## src/rtl/pp_pkg.sv

```systemverilog
// package: register map, mode coding, timing and carriers of the parallel port dma block
package pp_pkg;
    // register offsets from the device base
    localparam logic [4:0] OFS_INDIRECT = 5'h18;
    localparam logic [4:0] OFS_OUT_BUF  = 5'h1A;
    localparam logic [4:0] OFS_IN_MISC  = 5'h1C;
    localparam logic [4:0] OFS_CSR      = 5'h1E;
    // control/status field positions
    localparam int CSR_BUF_SEL = 2;
    localparam int CSR_IND_LO  = 3;
    localparam int CSR_EN_B    = 5;
    localparam int CSR_EN_A    = 6;
    localparam int CSR_FLUSH   = 11;
    localparam int CSR_MRST    = 14;
    // mode field bits and misc register address msbs
    localparam int MODE_LINE_A = 0;
    localparam int MODE_RX     = 1;
    localparam int MODE_SILO   = 2;
    localparam int MODE_DMA    = 3;
    localparam int MISC_MSB_S  = 14;
    localparam int MISC_MSB_P  = 15;
    localparam logic [3:0] MODE_RESET = 4'h0;
    // indirect register selector codes
    localparam logic [1:0] IND_ADDR_P = 2'h0;
    localparam logic [1:0] IND_WC_P   = 2'h1;
    localparam logic [1:0] IND_ADDR_S = 2'h2;
    localparam logic [1:0] IND_WC_S   = 2'h3;
    // timing
    localparam int CLK_MHZ     = 10;
    localparam int TIMEOUT_US  = 32;
    localparam int PULSE_US    = 1;
    localparam logic [8:0] TIMEOUT_CYC = 9'(TIMEOUT_US * CLK_MHZ);
    localparam logic [3:0] PULSE_CYC   = 4'(PULSE_US * CLK_MHZ);
    localparam logic [3:0] MRST_CYC    = 4'h8;
    // memory master carrier
    typedef struct packed {
        logic        npr;
        logic        msyn;
        logic        write;
        logic [16:0] addr;
        logic [15:0] wdata;
    } dma_port_s;
    // one address/count pair
    typedef struct packed {
        logic        msb;
        logic [15:0] addr;
        logic [15:0] wc;
        logic        done;
    } dma_buf_s;
    typedef enum logic [1:0] {DMA_IDLE, DMA_GRANT, DMA_CYCLE} dma_state_e;
endpackage

```

## src/rtl/parallel_port_dma_control.sv

```systemverilog
// parallel port with silo and double-buffered dma to and from host memory
// Behaviour
// line A dma modes: A moves data, vector A
// line B dma modes: B moves data, vector B
// request edge: sample data, ack, fill silo
// buffer filled: toggle select, set its done
// buffer switch posts gated interrupt request
// new buffer runs only while done clear
// secondary count write clears secondary done
// primary done read-only, set by reset; the code also clears it on a primary count write
// bus error sets error, ends, interrupts
// halted after error until reset
// receive dma: input read gives last word
// transmit dma: written word goes next
// bit 7 follows A; B interrupts generally
// 17-bit word-aligned address, word count
// status bits 0,1 drive control lines
// two-bit indirect selector, reset zero
// select bit read-only, primary at reset
// functional mode: A rise interrupts vector A
// silo mode: each edge moves word, interrupts
// full receive silo withholds data-taken pulse
// empty transmit silo withholds new data
// software uses whole-word csr cycles only
// master reset bit runs, reads one, self-clears
// no ack or grant in 32us: error
// write-only mode register, functional at reset
// each word: address plus two, count minus one
`timescale 1ns/10ps
`default_nettype none
module parallel_port_dma_control #(
    parameter int SILO_DEPTH = 32 // words in the on-board silo
) (
    // clock and resets
    input  wire logic               i_clk_sys,
    input  wire logic               i_rst,
    input  wire logic               i_bus_init,
    // register port
    input  wire logic [4:0]         i_reg_addr,
    input  wire logic               i_reg_rd,
    input  wire logic               i_reg_wr,
    input  wire logic [15:0]        i_reg_wdata,
    output logic      [15:0]        o_reg_rdata,
    // user device lines
    input  wire logic [15:0]        i_user_data,
    input  wire logic               i_req_a,
    input  wire logic               i_req_b,
    output logic      [15:0]        o_user_data,
    output logic                    o_data_taken,
    output logic                    o_new_data_ready,
    output logic                    o_ctl0,
    output logic                    o_ctl1,
    // interrupt requests
    output logic                    o_irq_a,
    output logic                    o_irq_b,
    // memory master
    output pp_pkg::dma_port_s       o_dma,
    input  wire logic               i_dma_grant,
    input  wire logic               i_dma_ssyn,
    input  wire logic [15:0]        i_dma_rdata
);
    localparam int AW = $clog2(SILO_DEPTH);
    typedef logic [AW:0] cnt_t;
    localparam cnt_t FULL_CNT = cnt_t'(SILO_DEPTH);

    // control and status state
    logic [1:0]  ctl_q, ctl_d, ind_q, ind_d;
    logic        en_a_q, en_a_d, en_b_q, en_b_d, sel_q, sel_d, err_q, err_d;
    logic [3:0]  mrst_q, mrst_d, mode_q, mode_d;
    pp_pkg::dma_buf_s buf_q [2];
    pp_pkg::dma_buf_s buf_d [2];
    // user side state
    logic        req_a_q, req_b_q, pend_q, pend_d, ins_v_q, ins_v_d;
    logic [15:0] out_q, out_d, in_q, in_d, ins_q, ins_d, rdata_q, rdata_d;
    logic [3:0]  dt_q, dt_d, ndr_q, ndr_d;
    logic        dt_on_q, ndr_on_q; // pulse lines in flops, no gate after them
    logic        irq_a_q, irq_a_d, irq_b_q, irq_b_d;
    // dma master state
    pp_pkg::dma_port_s  dma_q, dma_d;
    pp_pkg::dma_state_e st_q, st_d;
    logic [8:0]  tmo_q, tmo_d;
    // silo
    logic [15:0] silo_mem [SILO_DEPTH];
    logic [AW-1:0] wp_q, wp_d, rp_q, rp_d;
    cnt_t        cnt_q, cnt_d;
    logic        push, pop, post, fin;
    logic [15:0] push_data;

    // mode decode
    wire logic is_dma  = mode_q[pp_pkg::MODE_DMA];
    wire logic is_silo = mode_q[pp_pkg::MODE_SILO];
    wire logic is_rx   = mode_q[pp_pkg::MODE_RX];
    wire logic line_a  = mode_q[pp_pkg::MODE_LINE_A];
    wire logic funct   = !is_dma && !is_silo;
    // request edges; pins are synchronous so one stage suffices
    wire logic rise_a  = i_req_a && !req_a_q;
    wire logic rise_b  = i_req_b && !req_b_q;
    wire logic xedge   = line_a ? (i_req_a ^ req_a_q) : (i_req_b ^ req_b_q);
    // master reset, bus init and i_rst all initialise
    wire logic init_all = i_rst || i_bus_init || (mrst_q != 4'h0);
    wire logic [15:0] head = silo_mem[rp_q];
    pp_pkg::dma_buf_s act;
    assign act = buf_q[sel_q];

    // word address: msb above 16 low bits, bit 0 always zero
    function automatic logic [16:0] word_addr(input pp_pkg::dma_buf_s b);
        word_addr = {b.msb, b.addr[15:1], 1'b0};
    endfunction

    // next state of everything but the silo words
    always_comb begin
        ctl_d = ctl_q; ind_d = ind_q; en_a_d = en_a_q; en_b_d = en_b_q;
        sel_d = sel_q; err_d = err_q; mode_d = mode_q; buf_d = buf_q;
        out_d = out_q; in_d = in_q; ins_d = ins_q; ins_v_d = ins_v_q;
        rdata_d = rdata_q; dma_d = dma_q; st_d = st_q; tmo_d = tmo_q;
        wp_d = wp_q; rp_d = rp_q; cnt_d = cnt_q; pend_d = pend_q;
        push = 1'b0; pop = 1'b0; post = 1'b0; fin = 1'b0;
        push_data = i_user_data;
        irq_a_d = 1'b0; irq_b_d = 1'b0;
        dt_d = (dt_q != 4'h0) ? dt_q - 4'h1 : 4'h0;
        ndr_d = (ndr_q != 4'h0) ? ndr_q - 4'h1 : 4'h0;
        mrst_d = (mrst_q != 4'h0) ? mrst_q - 4'h1 : 4'h0;
        // register writes
        if (i_reg_wr && !init_all) begin
            unique case (i_reg_addr)
                pp_pkg::OFS_CSR: begin
                    ctl_d = i_reg_wdata[1:0];
                    ind_d = i_reg_wdata[pp_pkg::CSR_IND_LO +: 2];
                    en_b_d = i_reg_wdata[pp_pkg::CSR_EN_B];
                    en_a_d = i_reg_wdata[pp_pkg::CSR_EN_A];
                    if (i_reg_wdata[pp_pkg::CSR_FLUSH]) begin
                        wp_d = '0; rp_d = '0; cnt_d = '0;
                    end
                    if (i_reg_wdata[pp_pkg::CSR_MRST]) begin
                        mrst_d = pp_pkg::MRST_CYC;
                    end
                end
                pp_pkg::OFS_OUT_BUF: begin
                    if (is_silo && !is_rx) begin
                        push = cnt_q != FULL_CNT; // silo transmit load
                        push_data = i_reg_wdata;
                    end else if (is_dma && !is_rx) begin
                        ins_d = i_reg_wdata;
                        ins_v_d = 1'b1;
                    end else begin
                        out_d = i_reg_wdata;
                        ndr_d = pp_pkg::PULSE_CYC;
                    end
                end
                pp_pkg::OFS_IN_MISC: begin
                    mode_d = i_reg_wdata[3:0];
                    buf_d[0].msb = i_reg_wdata[pp_pkg::MISC_MSB_P];
                    buf_d[1].msb = i_reg_wdata[pp_pkg::MISC_MSB_S];
                end
                pp_pkg::OFS_INDIRECT: begin
                    unique case (ind_q)
                        pp_pkg::IND_ADDR_P: buf_d[0].addr = i_reg_wdata;
                        pp_pkg::IND_WC_P: begin
                            buf_d[0].wc = i_reg_wdata;
                            buf_d[0].done = 1'b0;
                        end
                        pp_pkg::IND_ADDR_S: buf_d[1].addr = i_reg_wdata;
                        pp_pkg::IND_WC_S: begin
                            buf_d[1].wc = i_reg_wdata;
                            buf_d[1].done = 1'b0;
                        end
                    endcase
                end
                default: ;
            endcase
        end
        // register reads; csr stays readable during master reset
        if (i_reg_rd) begin
            unique case (i_reg_addr)
                pp_pkg::OFS_CSR: rdata_d = {req_b_q, mrst_q != 4'h0, err_q, 3'h0,
                    buf_q[1].done, buf_q[0].done, req_a_q, en_a_q, en_b_q, ind_q,
                    sel_q, ctl_q};
                pp_pkg::OFS_OUT_BUF: rdata_d = out_q;
                pp_pkg::OFS_IN_MISC: begin
                    if (is_silo && is_rx) begin
                        rdata_d = (cnt_q != '0) ? head : 16'h0000;
                        pop = cnt_q != '0;
                    end else if (is_dma && is_rx) begin
                        rdata_d = in_q;
                    end else begin
                        rdata_d = i_user_data;
                        dt_d = pp_pkg::PULSE_CYC;
                    end
                end
                pp_pkg::OFS_INDIRECT: begin
                    unique case (ind_q)
                        pp_pkg::IND_ADDR_P: rdata_d = buf_q[0].addr;
                        pp_pkg::IND_WC_P:   rdata_d = buf_q[0].wc;
                        pp_pkg::IND_ADDR_S: rdata_d = buf_q[1].addr;
                        pp_pkg::IND_WC_S:   rdata_d = buf_q[1].wc;
                    endcase
                end
                default: rdata_d = 16'h0000; // unmapped reads as zero
            endcase
        end
        // transfer line: one edge is held until the silo can serve it
        if (!funct && xedge) begin
            pend_d = 1'b1;
        end
        if (!funct && pend_q) begin
            if (is_rx) begin
                if (cnt_q != FULL_CNT) begin
                    push = 1'b1;
                    push_data = i_user_data;
                    dt_d = pp_pkg::PULSE_CYC;
                    pend_d = 1'b0;
                    post = is_silo;
                end
            end else if (ins_v_q) begin
                out_d = ins_q;
                ins_v_d = 1'b0;
                ndr_d = pp_pkg::PULSE_CYC;
                pend_d = 1'b0;
            end else if (cnt_q != '0) begin
                pop = 1'b1;
                out_d = head;
                ndr_d = pp_pkg::PULSE_CYC;
                pend_d = 1'b0;
                post = is_silo;
            end
        end
        // dma master; halted by error or a done buffer
        unique case (st_q)
            pp_pkg::DMA_IDLE: begin
                tmo_d = 9'h000;
                if (is_dma && !err_q && !act.done && act.wc != 16'h0000
                        && (is_rx ? cnt_q != '0 : cnt_q != FULL_CNT && !push)) begin
                    dma_d.npr = 1'b1;
                    st_d = pp_pkg::DMA_GRANT;
                end
            end
            pp_pkg::DMA_GRANT: begin
                tmo_d = tmo_q + 9'h001;
                if (i_dma_grant) begin
                    dma_d.npr = 1'b0;
                    dma_d.msyn = 1'b1;
                    dma_d.write = is_rx;
                    dma_d.addr = word_addr(act);
                    dma_d.wdata = head;
                    tmo_d = 9'h000;
                    st_d = pp_pkg::DMA_CYCLE;
                end
            end
            pp_pkg::DMA_CYCLE: begin
                tmo_d = tmo_q + 9'h001;
                if (i_dma_ssyn) begin
                    dma_d.msyn = 1'b0;
                    st_d = pp_pkg::DMA_IDLE;
                    if (is_rx) begin
                        pop = 1'b1;
                        in_d = head;
                    end else begin
                        push = 1'b1;
                        push_data = i_dma_rdata;
                    end
                    {buf_d[sel_q].msb, buf_d[sel_q].addr} =
                        {act.msb, act.addr} + 17'h00002;
                    buf_d[sel_q].wc = act.wc - 16'h0001;
                    fin = act.wc == 16'h0001;
                end
            end
        endcase
        if (st_q != pp_pkg::DMA_IDLE && !fin && tmo_q == pp_pkg::TIMEOUT_CYC - 9'h001
                && !(st_q == pp_pkg::DMA_GRANT ? i_dma_grant : i_dma_ssyn)) begin
            err_d = 1'b1;
            dma_d.npr = 1'b0;
            dma_d.msyn = 1'b0;
            st_d = pp_pkg::DMA_IDLE;
            sel_d = !sel_q;
            post = 1'b1;
        end
        if (fin) begin
            buf_d[sel_q].done = 1'b1;
            sel_d = !sel_q;
            post = 1'b1;
        end
        // silo pointers
        if (push) begin
            wp_d = wp_d + AW'(1);
        end
        if (pop) begin
            rp_d = rp_d + AW'(1);
        end
        cnt_d = cnt_d + cnt_t'(push) - cnt_t'(pop);
        // interrupt routing: transfer line events go to its vector
        if (funct) begin
            irq_a_d = rise_a && en_a_q;
            irq_b_d = rise_b && en_b_q;
        end else begin
            irq_a_d = line_a ? post && en_a_q : rise_a && en_a_q;
            irq_b_d = line_a ? rise_b && en_b_q : post && en_b_q;
        end
        // initialisation overrides everything else but the read data, the inserted word and the master reset countdown
        if (init_all) begin
            ctl_d = 2'h0; ind_d = 2'h0; en_a_d = 1'b0; en_b_d = 1'b0;
            sel_d = 1'b0; err_d = 1'b0; mode_d = pp_pkg::MODE_RESET;
            buf_d[0] = '0; buf_d[1] = '0;
            buf_d[0].done = 1'b1; buf_d[1].done = 1'b1;
            out_d = 16'h0000; in_d = 16'h0000; ins_v_d = 1'b0; pend_d = 1'b0;
            dma_d = '0; st_d = pp_pkg::DMA_IDLE; tmo_d = 9'h000;
            wp_d = '0; rp_d = '0; cnt_d = '0; dt_d = 4'h0; ndr_d = 4'h0;
            irq_a_d = 1'b0; irq_b_d = 1'b0; push = 1'b0;
        end
        if (i_rst || i_bus_init) begin
            mrst_d = 4'h0;
        end
    end

    // register stage
    always_ff @(posedge i_clk_sys) begin
        ctl_q <= ctl_d; ind_q <= ind_d; en_a_q <= en_a_d; en_b_q <= en_b_d;
        sel_q <= sel_d; err_q <= err_d; mrst_q <= mrst_d; mode_q <= mode_d;
        buf_q <= buf_d; out_q <= out_d; in_q <= in_d; ins_q <= ins_d;
        ins_v_q <= ins_v_d; rdata_q <= rdata_d; dma_q <= dma_d; st_q <= st_d;
        tmo_q <= tmo_d; wp_q <= wp_d; rp_q <= rp_d; cnt_q <= cnt_d;
        pend_q <= pend_d; dt_q <= dt_d; ndr_q <= ndr_d;
        dt_on_q <= dt_d != 4'h0;
        ndr_on_q <= ndr_d != 4'h0;
        irq_a_q <= irq_a_d; irq_b_q <= irq_b_d;
        req_a_q <= i_req_a; req_b_q <= i_req_b;
    end

    // silo words need no reset; pointers guard them
    always_ff @(posedge i_clk_sys) begin
        if (push) begin
            silo_mem[wp_q] <= push_data;
        end
    end

    // outputs, all from flops
    assign o_reg_rdata = rdata_q;
    assign o_user_data = out_q;
    assign o_data_taken = dt_on_q;
    assign o_new_data_ready = ndr_on_q;
    assign o_ctl0 = ctl_q[0];
    assign o_ctl1 = ctl_q[1];
    assign o_irq_a = irq_a_q;
    assign o_irq_b = irq_b_q;
    assign o_dma = dma_q;
endmodule
`default_nettype wire

```

## config.mk

```make
export PLATFORM = sky130hd
export DESIGN_NAME = parallel_port_dma_control
export DESIGN_NICKNAME = d
export VERILOG_FILES = /design/src/rtl/pp_pkg.sv /design/src/rtl/parallel_port_dma_control.sv
export SDC_FILE = /design/constraint.sdc
export NUM_CORES = 1
export LEC_CHECK = 0
export BUFFER_PORTS_ARGS = -buffer_cell sky130_fd_sc_hd__buf_2
export CAP_MARGIN = 20
export CORE_ASPECT_RATIO = 1.25
export CORE_MARGIN = 2
export CORE_UTILIZATION = 40
export DETAILED_ROUTE_END_ITERATION = 6
export GPL_TIMING_DRIVEN = 1
export HOLD_SLACK_MARGIN = 0.05
export PLACE_DENSITY_LB_ADDON = 0.15
export SLEW_MARGIN = 40
export SYNTH_ARGS = -nofsm -noshare
export SYNTH_HDL_FRONTEND = slang
export SYNTH_SLANG_ARGS = --single-unit
```

## constraint.sdc

```tcl
create_clock -name i_clk_sys -period 6.2 [get_ports i_clk_sys]
set_clock_uncertainty 0.1 [all_clocks]
set_input_delay 1.24 -clock i_clk_sys [delete_from_list [all_inputs] [get_ports i_clk_sys]]
set_output_delay 1.24 -clock i_clk_sys [all_outputs]
set_load 0.03 [all_outputs]
```

==> out/qor.yml <==
run_status:
  status: "finished, final reports clean"
synthesis:
  ys_top_cells_by_area: "edfxtp_1, dfxtp_1, mux4_2"
  yosys.area.top_type_share: 0.5201
  ys_seq_area_frac: 0.6437
  synth_nets: 2154
  synth_enable_flop_cells: 544
  yosys_warnings: 0
  ys.flop_type: "edfxtp_1"
  ys_ff_latch: 738
  ys_types: 81
  ys_async_sr_fraction: 0
  synthCells: 2074
  netlist_area_um2: 31410
  avgSynthCellArea_um2: 15.15
  synth_top_area_cell: "edfxtp_1"
critical_path:
  crit_type: "input port to flip-flop"
  worst_setup_path_end_kind: "flip-flop"
  cpPeakStageDelay_ns: 0.47
  worst-path-max-fanout: 10
  worst-path-buf-inv: 3
  arrival_ns: 4.20
  crit_chain: "buf_2 > or3b_4 > nor4_4 > nand4_1 > nand2_2 > inv_1 > ha_1 > inv_1 > ha_1 > fa_1 > a21oi_1 > nor2_1 > nor2_1 > xor2_1 > nor2_1"
  cp.required_ns: 6.60
  critPathTopFamily: "simple AND/OR/NAND/NOR gates"
  startpoint_type: "input port"
  cp_slowest_cell: "fa_1"
  cpMostUsedCell: "nor2_1"
cts:
  cts_resized: 0
  clk_latency_ns: 0.64
  clock-sinks: 738
  cts_tree: "yes"
  ctsHoldBuffers: 0
  clk_path_buf_depth: 3
  clkTransAtPathRegs_ns: 0.06
  post_cts_buffers: 0
  cts_max_level: 3
  cts-root-buf: "clkbuf_16"
  cts-buffers-inserted: 76
place:
  place_hpwl_um: 64210
  post-place-cells: 3200
  place.gp.congestion: 0.8890
  dp_slack_ns: 1.742
  port_buffers: 134
final_layout:
  n_fill_cell: 6799
  seq_area_um2: 20230
  multiInputGateArea_um2: 10740
  layout_commonest_cell: "edfxtp_1"
  fin_util: 0.4674
  layout_common_cells: "edfxtp_1, dfxtp_1, mux4_2, nor2_1, buf_2"
  synthToLayoutAreaGrowth_pct: 15.45
  fin_cells: 3346
  layout.nets: 2316
  layout-drive-gt1-share: 0.2645
timing:
  tns_ns: 0
  maxSlewHeadroom: 0.4041
  min_period_over_period: 0.6131
  setup_slack_ns: 2.399
  min_period_ns: 3.801
  slew_violations: 0
  hold_viol: 0
  rsz0062_at_grt: "false"
  fmax_mhz: 263.1
  final-setup-viol-count: 0
  worst_pin_slew_ns: 0.8900
detailed_routing:
  drt_iter0_markers: 2229
  vias: 19930
  route.antenna.remaining_nets: 0
  post_drt_wl_per_cell_um: 29.33
  dr.pass1.iters: 5
  drcViolationCount: 0
  viasPerCell: 5.957
  wl_um: 98150
floorplan:
  io_pins: 136
  coreArea_um2: 77590
  die_w_um: 254.6
  fp-row-count: 114
  design.die.area_um2: 80800
  die_height_um: 317.3
  initial_core_util: 0.4048
global_route:
  grt_pass1_wl_um: 140700
  antenna_found_initial: 3
  grt_max_degree: 70
  grt.overflow.total: 0
  grt_use_total: 0.2441
  grt_pass1_vias: 19750
power:
  p_per_area_nw_per_um2: 273.7
  power.total_uw: 9927
  p_leak_uw: 0.01164
  vdd_drop_max_mv: 0.1759
job:
  drv_cap: 0
hold_path:
  hold_class: "flip-flop to flip-flop"
## through the flow
step	instance area, µm²	hold slack (ns)
2_1_floorplan	31410	0.3261
3_3_place_gp	33640	0.3376
3_5_place_dp	33830	0.3460
4_1_cts	36230	0.3604
5_1_grt	36260	0.3719
6_report	36260	0.3548
## kinds of logic after synthesis
group,synth area share
other,0.0001194
flip-flops,0.6437
AO/OA/AOI/OAI,0.07680
multiplexers,0.1689
AND/OR/NAND/NOR,0.06895
adder cells (fa/ha/maj),0.007409
XOR/XNOR,0.01004
buffers and inverters,0.02406
## final cells by class
type | count | area share
flip-flops and latches | 738 | 0.5579
multi-input cells | 1173 | 0.2962
clock buffers | 98 | 0.05613
repair buffers | 217 | 0.04054
well taps | 1044 | 0.03602
clock inverters | 43 | 0.009971
inverters | 30 | 0.003105
diodes | 3 | 0.0002070
## flip-flops by register name (all words and copies together) (netlist names), 2 cells and up
register,flops
ins_q,16
silo_mem,512
ind_q,2
ndr_q,4
buf_q,68
o_user_data,16
cnt_q,6
wp_q,5
dt_q,4
rp_q,5
tmo_q,9
in_q,16
ctl_q,2
o_reg_rdata,16
o_dma,35
mrst_q,4
st_q,2
mode_q,4
## cells in the mapped netlist (28+ instances only)
library cell / count
dfxtp_1: 194
o21ai_0: 77
mux2_2: 28
a21oi_1: 86
mux4_2: 162
mux2i_1: 125
edfxtp_1: 544
clkbuf_1: 78
nand2_1: 92
a211oi_1: 55
inv_1: 30
nand3_1: 34
nor2_1: 167
## routing by layer
metal	GRT usage	vias to the layer above	part of all wire
met5	0	-	0.00028
met4	0.09184	4	0.034
met3	0.03323	180	0.067
met2	0.4212	832	0.50
met1	0.3137	10380	0.40
li1	-	8539	-
## worst paths after layout
check / startpoint / end / slack [ns] / cells past startpoint
worst max-delay path: i_reg_addr[0] / cnt_q[4] / 2.40 / 15
worst min-delay path: tmo_q[0] / tmo_q[0] / 0.35 / 1
worst max register to register: sel_q / st_q[0] / 2.55 / 7
worst min register to register: tmo_q[0] / tmo_q[0] / 0.35 / 1
## report_power, final
part	total, µW	leakage [µW]	internal [µW]	switching (µW)
combinational	193	0.00399	38.2	154
sequential	5300	0.00648	5290	4.45
clock	4440	0.00117	2440	1990
No activity file was read; power rests on OpenSTA's default activity.
